[config.mk]
export PLATFORM = sky130hd
export DESIGN_NAME = scd_dispatcher_flat
export DESIGN_NICKNAME = d
export VERILOG_FILES = /design/src/shared/scd_pkg.sv /design/src/shared/scd_if.sv /design/src/verilog/scd_decode.sv /design/src/verilog/scd_dispatcher.sv /design/src/flat_wrapper.sv
export SDC_FILE = /design/constraint.sdc
export NUM_CORES = 1
export LEC_CHECK = 0
export BUFFER_PORTS_ARGS = -buffer_cell sky130_fd_sc_hd__buf_4
export CORE_ASPECT_RATIO = 0.6
export CORE_UTILIZATION = 52
export CTS_CLUSTER_SIZE = 12
export DETAILED_ROUTE_END_ITERATION = 10
export GPL_TIMING_DRIVEN = 0
export PLACE_DENSITY = 0.78
export SKIP_CTS_REPAIR_TIMING = 1
export SLEW_MARGIN = 20
export SYNTH_ARGS = -nofsm -noshare
export SYNTH_HDL_FRONTEND = slang
export SYNTH_SLANG_ARGS = --single-unit
[constraint.sdc]
create_clock -name pclk -period 7 [get_ports pclk]
set_input_delay 0.35 -clock pclk [delete_from_list [all_inputs] [get_ports pclk]]
set_output_delay 0.35 -clock pclk [all_outputs]
set_load 0.01 [all_outputs]
[src/shared/scd_pkg.sv]
// constants shared by both ends of the supervisory call dispatcher
package scd_pkg;
  // opcode of the supervisory call
  localparam logic [7:0] OP_SUPERVISORY_CALL = 8'h00;
  // service function codes held in the accumulator
  localparam logic [7:0] FN_WARM_BOOT = 8'h00;
  localparam logic [7:0] FN_BLOCK_READ = 8'h01;
  localparam logic [7:0] FN_BLOCK_WRITE = 8'h02;
  localparam logic [7:0] FN_BLOCK_ERASE = 8'h03;
  localparam logic [7:0] FN_TABLE_READ = 8'h06;
  localparam logic [7:0] FN_BLOCK_SUM = 8'h07;
  localparam logic [7:0] FN_FIRST_CAL = 8'h08;
  localparam logic [7:0] FN_SECOND_CAL = 8'h09;
  localparam logic [7:0] FN_VERIFIED_WRITE = 8'h0A;
  localparam logic [7:0] FN_HARDWARE_BOOT = 8'h0F;
  // parameter block in page 0
  localparam logic [7:0] ADDR_FIRST_GUARD = 8'hF8;
  localparam logic [7:0] ADDR_SECOND_GUARD = 8'hF9;
  localparam logic [7:0] ADDR_BLOCK_NUMBER = 8'hFA;
  localparam logic [7:0] ADDR_BUFFER_OFFSET = 8'hFB;
  localparam logic [7:0] ADDR_CLOCK_PARAM = 8'hFC;
  localparam logic [7:0] ADDR_DELAY_PARAM = 8'hFE;
  localparam logic [1:0] PARAM_WORDS_READ = 2'h3;
  localparam logic [7:0] FIRST_GUARD_VALUE = 8'h3A;
  localparam logic [7:0] SECOND_GUARD_OFFSET = 8'h03;
  // return codes
  localparam logic [7:0] RC_SUCCESS = 8'h00;
  localparam logic [7:0] RC_PROTECTED = 8'h01;
  localparam logic [7:0] RC_SOFT_RESET = 8'h02;
  localparam logic [7:0] RC_FATAL_HALT = 8'h03;
  localparam logic [7:0] RC_VERIFY_ERROR = 8'h04;
  localparam logic [7:0] RC_CHECKSUM_FAIL = 8'h06;
  // flags register page-mode field, bits 7:6
  localparam logic [7:0] PAGE_MODE_FIELD_MASK = 8'hC0;
  // reset values
  localparam logic [7:0] ACC_RESET = 8'h00;
  localparam logic [7:0] FLAGS_RESET = 8'h00;
  // caller apb register offsets
  localparam logic [7:0] REG_CTRL = 8'h00;
  localparam logic [7:0] REG_PARAM = 8'h04;
  localparam logic [7:0] REG_STATUS = 8'h08;
  localparam logic [7:0] REG_FLAGS = 8'h0C;
  localparam logic [7:0] REG_GUARDS = 8'h10;
  // control register fields
  localparam int CTRL_GO_BIT = 8;
  localparam int CTRL_AUTO_GUARD_BIT = 9;
  // kind of flash access a service makes
  typedef enum logic [1:0] {
    SCD_ACC_NONE = 2'h0,
    SCD_ACC_READ = 2'h1,
    SCD_ACC_WRITE = 2'h2
  } scd_access_t;
endpackage

[src/shared/scd_if.sv]
// link between the processor core side and the call dispatcher
interface scd_if (
  input wire logic pclk,
  input wire logic presetn
);
  logic op_valid; // core executes an opcode, one-cycle pulse
  logic [7:0] opcode;
  logic [7:0] acc;
  logic [7:0] sp;
  logic [7:0] flags;
  logic [7:0] rd_page; // indirect read page pointer
  logic [7:0] wr_page; // indirect write page pointer
  logic busy; // dispatcher holds off user code
  logic done; // one-cycle pulse, user code resumes
  logic halted;
  logic flags_wr;
  logic [7:0] flags_out;
  logic mem_req;
  logic mem_we;
  logic [7:0] mem_addr;
  logic [7:0] mem_wdata;
  logic mem_ack;
  logic [7:0] mem_rdata;

  modport dispatcher (
    input op_valid, opcode, acc, sp, flags, rd_page, wr_page, mem_ack, mem_rdata,
    output busy, done, halted, flags_wr, flags_out, mem_req, mem_we, mem_addr, mem_wdata
  );
  modport caller (
    output op_valid, opcode, acc, sp, flags, rd_page, wr_page, mem_ack, mem_rdata,
    input busy, done, halted, flags_wr, flags_out, mem_req, mem_we, mem_addr, mem_wdata
  );
endinterface

[src/verilog/scd_decode.sv]
// service code decoder for the call dispatcher
module scd_decode (
  input wire logic [7:0] code,
  output logic known,
  output logic check_guards,
  output scd_pkg::scd_access_t access
);
  // one table for legality, guard need and protection class
  always_comb begin
    known = 1'b1;
    check_guards = 1'b1;
    access = scd_pkg::SCD_ACC_NONE;
    unique case (code)
      scd_pkg::FN_WARM_BOOT: check_guards = 1'b0;
      scd_pkg::FN_BLOCK_READ: access = scd_pkg::SCD_ACC_READ;
      scd_pkg::FN_BLOCK_WRITE, scd_pkg::FN_BLOCK_ERASE,
      scd_pkg::FN_VERIFIED_WRITE: access = scd_pkg::SCD_ACC_WRITE;
      scd_pkg::FN_TABLE_READ, scd_pkg::FN_BLOCK_SUM, scd_pkg::FN_FIRST_CAL,
      scd_pkg::FN_SECOND_CAL, scd_pkg::FN_HARDWARE_BOOT: known = 1'b1;
      default: known = 1'b0; // reserved codes
    endcase
  end
endmodule

[src/verilog/scd_dispatcher.sv]
// supervisory call dispatcher: guard check, service launch, return code
//
// The placing of the registers and the APB interface to the registers were left to the implementer.
module scd_dispatcher (
  input wire logic pclk,
  input wire logic presetn,
  scd_if.dispatcher link,
  output logic svc_start,
  output logic [7:0] svc_code,
  output logic [7:0] svc_block,
  output logic [7:0] svc_offset,
  output logic [7:0] svc_page,
  input wire logic svc_done,
  input wire logic [7:0] svc_result,
  input wire logic rd_protected,
  input wire logic wr_protected
);
  typedef enum logic [7:0] {
    SCD_IDLE = 8'h01,
    SCD_READ = 8'h02,
    SCD_CHECK = 8'h04,
    SCD_LAUNCH = 8'h08,
    SCD_RUN = 8'h10,
    SCD_WRBACK = 8'h20,
    SCD_FINISH = 8'h40,
    SCD_HALT = 8'h80
  } scd_state_t;

  scd_state_t state_reg;
  logic boot_pending_reg;
  logic [7:0] acc_reg;
  logic [7:0] sp_reg;
  logic [7:0] saved_flags_reg;
  logic [7:0] rd_page_reg;
  logic [7:0] wr_page_reg;
  logic [7:0] param_reg [4];
  logic [1:0] index_reg;
  logic [7:0] rc_reg;
  logic busy_reg;
  logic done_reg;
  logic halted_reg;
  logic flags_wr_reg;
  logic [7:0] flags_out_reg;
  logic mem_req_reg;
  logic mem_we_reg;
  logic [7:0] mem_addr_reg;
  logic [7:0] mem_wdata_reg;
  logic start_reg;
  logic [7:0] page_reg;
  logic [7:0] code_sel;
  logic known;
  logic check_guards;
  scd_pkg::scd_access_t access;
  logic call_seen;
  logic guards_ok;
  logic refused;

  // idle decodes the live accumulator: the copy lags the call edge by one cycle
  assign code_sel = (state_reg == SCD_IDLE && !boot_pending_reg) ? link.acc : acc_reg;

  scd_decode u_decode (
    .code(code_sel),
    .known(known),
    .check_guards(check_guards),
    .access(access)
  );

  // the call opcode, or the pending entry after reset
  assign call_seen = boot_pending_reg
                   | (link.op_valid & (link.opcode == scd_pkg::OP_SUPERVISORY_CALL));
  // guards compared as read; clock and delay bytes are never fetched
  assign guards_ok = (param_reg[0] == scd_pkg::FIRST_GUARD_VALUE)
                   & (param_reg[1] == sp_reg + scd_pkg::SECOND_GUARD_OFFSET);
  // protection levels are inputs only, nothing here can change them
  assign refused = ((access == scd_pkg::SCD_ACC_READ) & rd_protected)
                 | ((access == scd_pkg::SCD_ACC_WRITE) & wr_protected);

  // main sequence
  always_ff @(posedge pclk or negedge presetn) begin
    if (!presetn) begin
      state_reg <= SCD_IDLE;
    end else begin
      unique case (state_reg)
        SCD_IDLE: begin
          if (call_seen) begin
            if (!known) state_reg <= SCD_HALT;
            else if (!check_guards) state_reg <= SCD_LAUNCH;
            else state_reg <= SCD_READ;
          end
        end
        SCD_READ: if (link.mem_ack && index_reg == scd_pkg::PARAM_WORDS_READ) state_reg <= SCD_CHECK;
        SCD_CHECK: begin
          if (!guards_ok) state_reg <= SCD_HALT;
          else if (refused) state_reg <= SCD_WRBACK;
          else state_reg <= SCD_LAUNCH;
        end
        SCD_LAUNCH: state_reg <= SCD_RUN;
        SCD_RUN: if (svc_done) state_reg <= SCD_WRBACK;
        SCD_WRBACK: if (link.mem_ack) state_reg <= SCD_FINISH;
        SCD_FINISH: state_reg <= SCD_IDLE;
        SCD_HALT: state_reg <= SCD_HALT; // only reset leaves a halt
      endcase
    end
  end

  // accumulator copy; zero out of reset means warm boot first
  always_ff @(posedge pclk or negedge presetn) begin
    if (!presetn) begin
      boot_pending_reg <= 1'b1;
      acc_reg <= scd_pkg::ACC_RESET;
    end else begin
      if (state_reg == SCD_IDLE) boot_pending_reg <= 1'b0;
      if (state_reg == SCD_IDLE && !boot_pending_reg) acc_reg <= link.acc;
    end
  end

  // core context captured at the call
  always_ff @(posedge pclk or negedge presetn) begin
    if (!presetn) begin
      sp_reg <= 8'h00;
      saved_flags_reg <= scd_pkg::FLAGS_RESET;
      rd_page_reg <= 8'h00;
      wr_page_reg <= 8'h00;
    end else if (state_reg == SCD_IDLE && call_seen) begin
      sp_reg <= link.sp;
      saved_flags_reg <= link.flags;
      rd_page_reg <= link.rd_page;
      wr_page_reg <= link.wr_page;
    end
  end

  // flags: page mode cleared on entry, old value back on finish
  always_ff @(posedge pclk or negedge presetn) begin
    if (!presetn) begin
      flags_wr_reg <= 1'b0;
      flags_out_reg <= scd_pkg::FLAGS_RESET;
    end else begin
      flags_wr_reg <= 1'b0;
      if (state_reg == SCD_IDLE && call_seen) begin
        flags_wr_reg <= 1'b1;
        flags_out_reg <= link.flags & ~scd_pkg::PAGE_MODE_FIELD_MASK;
      end else if (state_reg == SCD_FINISH) begin
        flags_wr_reg <= 1'b1;
        flags_out_reg <= saved_flags_reg;
      end
    end
  end

  // parameter block access, request held until acknowledged
  always_ff @(posedge pclk or negedge presetn) begin
    if (!presetn) begin
      mem_req_reg <= 1'b0;
      mem_we_reg <= 1'b0;
      mem_addr_reg <= 8'h00;
      mem_wdata_reg <= 8'h00;
      index_reg <= 2'h0;
    end else if (mem_req_reg) begin
      if (link.mem_ack) begin
        mem_req_reg <= 1'b0;
        index_reg <= index_reg + 2'h1;
        if (state_reg == SCD_READ && index_reg != scd_pkg::PARAM_WORDS_READ) begin
          mem_req_reg <= 1'b1;
          mem_addr_reg <= mem_addr_reg + 8'h01;
        end
      end
    end else if (state_reg == SCD_IDLE && call_seen && known && check_guards) begin
      mem_req_reg <= 1'b1;
      mem_we_reg <= 1'b0;
      mem_addr_reg <= scd_pkg::ADDR_FIRST_GUARD;
      index_reg <= 2'h0;
    end else if ((state_reg == SCD_CHECK && guards_ok && refused)
                 || (state_reg == SCD_RUN && svc_done)) begin
      mem_req_reg <= 1'b1;
      mem_we_reg <= 1'b1;
      mem_addr_reg <= scd_pkg::ADDR_FIRST_GUARD;
      mem_wdata_reg <= (state_reg == SCD_RUN) ? svc_result : scd_pkg::RC_PROTECTED;
    end
  end

  // bytes fetched from the parameter block
  always_ff @(posedge pclk or negedge presetn) begin
    if (!presetn) begin
      for (int i = 0; i < 4; i++) param_reg[i] <= 8'h00;
    end else if (state_reg == SCD_READ && link.mem_ack) begin
      param_reg[index_reg] <= link.mem_rdata;
    end
  end

  // service launch with the block number, offset and buffer page
  always_ff @(posedge pclk or negedge presetn) begin
    if (!presetn) begin
      start_reg <= 1'b0;
      page_reg <= 8'h00;
      rc_reg <= scd_pkg::RC_SUCCESS;
    end else begin
      start_reg <= (state_reg == SCD_LAUNCH);
      // a read fills the buffer through the write page, a write drains the read page
      if (state_reg == SCD_LAUNCH)
        page_reg <= (access == scd_pkg::SCD_ACC_READ) ? wr_page_reg : rd_page_reg;
      if (state_reg == SCD_RUN && svc_done) rc_reg <= svc_result;
    end
  end

  // core hold-off, resume pulse and halt
  always_ff @(posedge pclk or negedge presetn) begin
    if (!presetn) begin
      busy_reg <= 1'b0;
      done_reg <= 1'b0;
      halted_reg <= 1'b0;
    end else begin
      done_reg <= (state_reg == SCD_FINISH);
      if (state_reg == SCD_IDLE && call_seen) busy_reg <= 1'b1;
      else if (state_reg == SCD_FINISH) busy_reg <= 1'b0;
      if (state_reg == SCD_HALT) halted_reg <= 1'b1;
    end
  end

  assign svc_start = start_reg;
  assign svc_code = acc_reg;
  assign svc_block = param_reg[2];
  assign svc_offset = param_reg[3];
  assign svc_page = page_reg;
  assign link.busy = busy_reg;
  assign link.done = done_reg;
  assign link.halted = halted_reg;
  assign link.flags_wr = flags_wr_reg;
  assign link.flags_out = flags_out_reg;
  assign link.mem_req = mem_req_reg;
  assign link.mem_we = mem_we_reg;
  assign link.mem_addr = mem_addr_reg;
  assign link.mem_wdata = mem_wdata_reg;
endmodule

[src/flat_wrapper.sv]
// flat-port wrapper written by rule: the top's interface ports become plain ports
module scd_dispatcher_flat 
  (pclk, presetn, svc_start, svc_code, svc_block, svc_offset, svc_page, svc_done, svc_result, rd_protected, wr_protected, link_op_valid, link_opcode, link_acc, link_sp, link_flags, link_rd_page, link_wr_page, link_mem_ack, link_mem_rdata, link_busy, link_done, link_halted, link_flags_wr, link_flags_out, link_mem_req, link_mem_we, link_mem_addr, link_mem_wdata);
  scd_if link_i (.pclk(pclk), .presetn(presetn));
  input wire logic pclk;
  input wire logic presetn;
  output logic svc_start;
  output logic [7:0] svc_code;
  output logic [7:0] svc_block;
  output logic [7:0] svc_offset;
  output logic [7:0] svc_page;
  input wire logic svc_done;
  input wire logic [7:0] svc_result;
  input wire logic rd_protected;
  input wire logic wr_protected;
  input wire logic [$bits(link_i.op_valid)-1:0] link_op_valid;
  input wire logic [$bits(link_i.opcode)-1:0] link_opcode;
  input wire logic [$bits(link_i.acc)-1:0] link_acc;
  input wire logic [$bits(link_i.sp)-1:0] link_sp;
  input wire logic [$bits(link_i.flags)-1:0] link_flags;
  input wire logic [$bits(link_i.rd_page)-1:0] link_rd_page;
  input wire logic [$bits(link_i.wr_page)-1:0] link_wr_page;
  input wire logic [$bits(link_i.mem_ack)-1:0] link_mem_ack;
  input wire logic [$bits(link_i.mem_rdata)-1:0] link_mem_rdata;
  output wire logic [$bits(link_i.busy)-1:0] link_busy;
  output wire logic [$bits(link_i.done)-1:0] link_done;
  output wire logic [$bits(link_i.halted)-1:0] link_halted;
  output wire logic [$bits(link_i.flags_wr)-1:0] link_flags_wr;
  output wire logic [$bits(link_i.flags_out)-1:0] link_flags_out;
  output wire logic [$bits(link_i.mem_req)-1:0] link_mem_req;
  output wire logic [$bits(link_i.mem_we)-1:0] link_mem_we;
  output wire logic [$bits(link_i.mem_addr)-1:0] link_mem_addr;
  output wire logic [$bits(link_i.mem_wdata)-1:0] link_mem_wdata;
  assign link_i.op_valid = link_op_valid;
  assign link_i.opcode = link_opcode;
  assign link_i.acc = link_acc;
  assign link_i.sp = link_sp;
  assign link_i.flags = link_flags;
  assign link_i.rd_page = link_rd_page;
  assign link_i.wr_page = link_wr_page;
  assign link_i.mem_ack = link_mem_ack;
  assign link_i.mem_rdata = link_mem_rdata;
  assign link_busy = link_i.busy;
  assign link_done = link_i.done;
  assign link_halted = link_i.halted;
  assign link_flags_wr = link_i.flags_wr;
  assign link_flags_out = link_i.flags_out;
  assign link_mem_req = link_i.mem_req;
  assign link_mem_we = link_i.mem_we;
  assign link_mem_addr = link_i.mem_addr;
  assign link_mem_wdata = link_i.mem_wdata;
  scd_dispatcher u_core (.pclk(pclk), .presetn(presetn), .link(link_i), .svc_start(svc_start), .svc_code(svc_code), .svc_block(svc_block), .svc_offset(svc_offset), .svc_page(svc_page), .svc_done(svc_done), .svc_result(svc_result), .rd_protected(rd_protected), .wr_protected(wr_protected));
endmodule
==> impl_metrics.tcl, run 1 <==
set metrics [dict create \
    status "complete, no violations" \
    syn_area_mm2 0.00575 \
    grt_pass1_wl_um 22300 \
    tns_ns 0 \
    grt.overflow.total 0 \
    grt_max_degree 67 \
    finalCritPeriodShare 0.394 \
    ys_ff_latch 122 \
    drc_errors 0 \
    crit_buf_inv 3 \
    antenna_found_initial 0 \
    drt_iter0_markers 237 \
    crit_family "compound AO/OA/AOI/OAI gates" \
    fin_ws_ns 4.24 \
    crit_path_start_kind "flip-flop" \
    synth.avg_cell_area_um2 11.7 \
    port_buffers 133 \
    maxCapViolations 0 \
    ant_nets 0 \
    crit_path_cell_trace "inv_1, ha_1, nand3b_1, or3_1, a211oi_1, o2111ai_1, o21a_1, buf_6, buf_6, a21o_1" \
    rsz0062_at_grt "false" \
    hold_ws_ns 0.165 \
    critPathSlowestCell "dfrtp_1" \
    holdCritPathClass "in -> reg" \
    clk_root_buffer_cell "clkbuf_16" \
    clk_pin_slew_ns 0.05 \
    finish.net_count 721 \
    largest_reg_flops 16 \
    num_vias 4456 \
    hold_viol 0 \
    crit_arrival_ns 3.05 \
    finalClockSkew_ns 0.00562 \
    initial_core_util 0.539 \
    area_growth_syn_to_layout_pct 32.2 \
    io_pins 134 \
    criticalPathCategory "reg -> reg" \
    yosysWarnings 0 \
    setup_viol 0 \
    fmax_mhz 362 \
    slew_violations 0 \
    ys_async_sr_fraction 1.00 \
    die-area_mm2 0.0115 \
    fillers 787 \
    cts_tree "yes" \
    tightestPinTransition_ns 0.722 \
    fin_cells 796 \
    power_density_mw_per_mm2 222 \
    wl_per_cell_um 16.9 \
    diodes 0 \
    die-height_um 83.4 \
    yosysSeqAreaShare 0.532 \
    routed_via_density 5.60 \
    core_mm2 0.0107 \
    cp_max_fo 10 \
    clk-insertion-delay-late_ns 0.41 \
    post_route_cells_drive_above_1_share 0.411 \
    drtPass1Iterations 5 \
    htreeDepth 4 \
    die_w_um 138 \
    netlist_top_cells_area "dfrtp_1 (52%), mux2_2 (14%), nand2_1 (3.3%)" \
    clockBufferDepth 2 \
    cts_buffers 17 \
    yosysTopAreaCell "dfrtp_1" \
    dp_cells 763 \
    hpwlAfterDp_um 9780 \
    synth_nets 567 \
    routabilityCongestion 0.847 \
    max-slew-margin-rel 0.506 \
    finalCriticalPeriod_ns 2.76 \
    cpMostUsedCell "buf_6" \
    ir_worst_vdd_v 0.000173 \
    grt_pass1_vias 4502 \
    synth_ff_type "dfrtp_1" \
    synth_edf_count 0 \
    synth.top_cell.area_share 0.522 \
    track_usage 0.253 \
    p_leak_uw 0.00390 \
    cpPeakStageDelay_ns 0.42 \
    pre_cts_slack_ns 4.29 \
    synth_cell_types 56 \
    rows 29 \
    syn_inst 490 \
    cp_data_required_time_ns 7.29 \
    clock_sinks 122 \
    drt_wl_total_um 13400 \
    critPathCaptureType "flip-flop" \
]
cells in the final DEF (no fill, tap or decap), drive strengths merged, types with 3 or more instances in the layout:
cell type and count:
nand2b 5, nand2 51, or4 3, nor2 12, bufinv 3, a32o 5, clkbuf 29, a211oi 3
nor4 9, mux2i 11, or3 3, a21o 10, buf 161, xnor2 12, nor3 7, nand4 5
xor2 6, a22o 8, o21ai 22, nor4b 7, mux2 69, ha 6, nand3 12, inv 19
a21oi 6, a32oi 4, clkinv 4, nor2b 6, dfrtp 120, nor3b 4
synth_stat cells, types with 7 or more instances:
| cell | number |
|---|---|
| a21o_1 | 9 |
| a22o_1 | 8 |
| buf_2 | 8 |
| buf_4 | 16 |
| dfrtp_1 | 120 |
| inv_1 | 19 |
| mux2_2 | 69 |
| mux2i_1 | 10 |
| nand2_1 | 51 |
| nand3_1 | 12 |
| nor2_1 | 12 |
| nor3_1 | 7 |
| nor4_1 | 8 |
| nor4b_1 | 7 |
| o21ai_0 | 21 |
| xnor2_1 | 12 |
where the power goes:
group | internal (µW) | switching, µW
clock | 609 | 311
sequential | 706 | 0.475
combinational | 30.3 | 27.8
total | 1340 | 339
stage by stage:
| stage | utilization | area, µm² | power [µW] |
|---|---|---|---|
| 6_report | 0.712 | 7600 | 1680 |
| 3_3_place_gp | 0.649 | 6920 | 773 |
| 4_1_cts | 0.711 | 7590 | 1700 |
| 3_5_place_dp | 0.652 | 6950 | 777 |
| 5_1_grt | 0.712 | 7600 | 1740 |
| 2_1_floorplan | - | 5750 | 725 |
final cells by class:
cell class                 instances  area (µm²)  share of cell area
inverter                          19        71.3             0.00939
tap                              139         174              0.0229
timing repair buffer             135        1040               0.137
multi-input combinational        316        2400               0.317
clock buffer                      23         498              0.0656
clock inverter                     9         136              0.0180
buffer                            33         216              0.0285
sequential                       122        3060               0.402
worst register-to-register path, cell delays in order, from the launching register on:
cell       delay, ns
dfrtp_1         0.42
inv_1           0.09
ha_1            0.23
nand3b_1        0.20
or3_1           0.36
a211oi_1        0.32
o2111ai_1       0.29
o21a_1          0.27
buf_6           0.14
buf_6           0.14
a21o_1          0.18
worst paths after layout:
| kind | from | to | slack [ns] | cells past startpoint |
|---|---|---|---|---|
| max | u_core.sp_reg[0]$_DFFE_PN0P_ | u_core.link.mem_wdata[4]$_DFFE_PN0P_ | 4.24 | 10 |
| min | link_sp[3] | u_core.sp_reg[3]$_DFFE_PN0P_ | 0.17 | 3 |
| max reg2reg | u_core.sp_reg[0]$_DFFE_PN0P_ | u_core.link.mem_wdata[4]$_DFFE_PN0P_ | 4.24 | 10 |
| min reg2reg | u_core.link.halted$_DFFE_PN0P_ | u_core.link.halted$_DFFE_PN0P_ | 0.47 | 1 |
| max in group asynchronous | presetn | u_core.boot_pending_reg$_DFFE_PN1N_ | 5.80 | 3 |
| min in group asynchronous | presetn | u_core.svc_code[4]$_DFF_PN0_ | 0.47 | 2 |
cell families after synthesis:
group | Yosys count | synth area share
flip-flops | 122 | 0.532
adder cells (fa/ha/maj) | 6 | 0.0131
XOR/XNOR | 18 | 0.0274
buffers and inverters | 52 | 0.0501
AO/OA/AOI/OAI | 77 | 0.0966
multiplexers | 80 | 0.155
AND/OR/NAND/NOR | 135 | 0.126
routing by layer:
metal,track usage,share of wire,wire length (µm),vias up
li1,-,-,-,2070
met1,0.347,0.45,6120,2236
met2,0.394,0.47,6280,133
met3,0.0708,0.067,895,17
met4,0.0692,0.012,155,0
met5,0,0,0,-
Note: power is estimated with default switching activity, not from simulation.
==> inputs of run 2 (changes only) <==
--- a/config.mk
+++ b/config.mk
@@ -7,11 +7,11 @@
 export LEC_CHECK = 0
 export BUFFER_PORTS_ARGS = -buffer_cell sky130_fd_sc_hd__buf_4
 export CORE_ASPECT_RATIO = 0.6
-export CORE_UTILIZATION = 52
+export CORE_UTILIZATION = 49
 export CTS_CLUSTER_SIZE = 12
 export DETAILED_ROUTE_END_ITERATION = 10
 export GPL_TIMING_DRIVEN = 0
-export PLACE_DENSITY = 0.78
+export PLACE_DENSITY = 0.77
 export SKIP_CTS_REPAIR_TIMING = 1
 export SLEW_MARGIN = 20
 export SYNTH_ARGS = -nofsm -noshare
==> constraint.sdc (replaced) <==
create_clock -name pclk -period 2.28 [get_ports pclk]
set_input_delay 0.114 -clock pclk [delete_from_list [all_inputs] [get_ports pclk]]
set_output_delay 0.114 -clock pclk [all_outputs]
set_load 0.01 [all_outputs]
==> run 2 against run 1 <==
The flow now finishes with violations (setup timing). Worst setup slack worse by 4.6 ns. Sequential cell count stayed put. Global-route usage is 1.3 points lower. Clock skew is 0.0015 ns higher. Clock power grew to 2.7 times the previous value. Register-to-register slack worse by 4.6 ns. Critical path type unchanged.
==> impl_metrics.tcl, run 2 (same netlist as run 1, synthesis figures left out) <==
set metrics [dict create \
    status "finished with violations" \
    violations "setup timing" \
    holdCritPathClass "in -> reg" \
    cpPeakStageDelay_ns 0.53 \
    pre_cts_slack_ns -0.447 \
    cp_data_required_time_ns 2.58 \
    rows 30 \
    layout_commonest_cell "buf_4" \
    place_area_mm2 0.00699 \
    cpMostUsedCell "buf_6" \
    mostFrequentLayoutCells "buf_4 (165), dfrtp_1 (117), mux2_2 (68)" \
    power_density_mw_per_mm2 587 \
    grt_pass1_vias 4471 \
    finalInstanceArea_mm2 0.00841 \
    wl_met1_um 6680 \
    clockBufferDepth 2 \
    p_leak_uw 0.00422 \
    grt.overflow.total 0 \
    grt_pass1_wl_um 22200 \
    drt_iter0_markers 272 \
    ir_worst_vdd_v 0.000606 \
    clk_pin_slew_ns 0.06 \
    diodes 0 \
    area_growth_syn_to_layout_pct 46.3 \
    die-height_um 85.9 \
    fin_cells 884 \
    slew_violations 0 \
    rsz0062_at_grt "true" \
    maxCapViolations 0 \
    antenna_found_initial 0 \
    dp_cells 784 \
    num_vias 4729 \
    finish.net_count 789 \
    largest_reg_flops 16 \
    ant_nets 0 \
    drtPass1Iterations 5 \
    io_pins 134 \
    clk_root_buffer_cell "clkbuf_16" \
    track_usage 0.239 \
    core_mm2 0.0114 \
    wl_met2_um 7250 \
    crit_path_start_kind "flip-flop" \
    wl_per_cell_um 17.0 \
    die-area_mm2 0.0122 \
    hpwlAfterDp_um 9820 \
    fmax_mhz 381 \
    port_buffers 133 \
    hold_viol 0 \
    clk-insertion-delay-late_ns 0.41 \
    finalCriticalPeriod_ns 2.62 \
    fillers 771 \
    cts_buffers 17 \
    cp_max_fo 5 \
    drc_errors 0 \
    tightestPinTransition_ns 0.675 \
    routed_via_density 5.35 \
    fin_total_pwr_uw 4930 \
    cts_tree "yes" \
    setup_viol 57 \
    met3_wirelength_um 885 \
    crit_path_cell_trace "or3b_4, or4_4, buf_6, mux2i_4, a21o_2, buf_6, a22o_1, a21o_1" \
    criticalPathCategory "reg -> reg" \
    htreeDepth 4 \
    clock_sinks 122 \
    routabilityCongestion 0.869 \
    tns_ns -12.86 \
    die_w_um 142 \
    finalClockSkew_ns 0.00711 \
    crit_arrival_ns 2.92 \
    highest_layer "met4" \
    post_route_cells_drive_above_1_share 0.448 \
    initial_core_util 0.505 \
    grt_max_degree 64 \
    finalCritPeriodShare 1.15 \
    drt_wl_total_um 15000 \
    critPathSlowestCell "dfstp_2" \
    critPathCaptureType "flip-flop" \
    fin_ws_ns -0.344 \
    max-slew-margin-rel 0.538 \
]
==> run 2: final cells by class <==
class                           instances  area (µm²)  share of cell area
Timing Repair Buffer                  206        1730               0.205
Inverter                               19        71.3             0.00848
Clock inverter                         14         125              0.0149
Sequential cell                       122        3060               0.364
Tap cell                              160         200              0.0238
Buffer                                 30         233              0.0277
Multi-Input combinational cell        316        2570               0.305
Clock buffer                           17         425              0.0506
==> run 2: path summary, 6_finish.rpt <==
path	cells past startpoint	end	start	slack, ns
hold reg to reg	2	u_core.svc_page[0]$_DFFE_PN0P_	u_core.svc_page[0]$_DFFE_PN0P_	0.49
max in group asynchronous	3	u_core.state_reg[0]$_DFFE_PN1P_	presetn	1.28
min in group asynchronous	2	u_core.svc_code[4]$_DFF_PN0_	presetn	0.25
setup / recovery	8	u_core.link.mem_wdata[5]$_DFFE_PN0P_	u_core.state_reg[0]$_DFFE_PN1P_	-0.34
setup reg to reg	8	u_core.link.mem_wdata[5]$_DFFE_PN0P_	u_core.state_reg[0]$_DFFE_PN1P_	-0.34
hold / removal	3	u_core.link.mem_wdata[7]$_DFFE_PN0P_	svc_result[7]	0.002
==> run 2: per-stage QoR <==
step	util	hold slack, ns
after floorplan	-	-0.182
after global placement	0.612	0.317
after detailed placement	0.615	0.123
after CTS	0.663	-0.318
after global routing	0.739	0.00147
final	0.739	0.00183
==> run 2: per-layer routing <==
metal  track usage  up-vias
met5             0        -
met4        0.0733        0
met3        0.0938       23
met2         0.373      170
met1         0.310     2336
li1              -     2200
==> run 2: worst max-delay path, delay by kind of cell (launching register included) <==
family          cells  cell delay, ns
compound gates      3            0.65
buf+inv             2            0.28
flops               1            0.53
mux                 1            0.20
simple gates        2            0.85
==> run 2: report_power, final <==
| part | internal [µW] | leakage (µW) | switching (µW) |
|---|---|---|---|
| Sequential | 2170 | 0.00156 | 1.33 |
| Clock | 1500 | 0.000266 | 1020 |
| Combinational | 150 | 0.00239 | 103 |
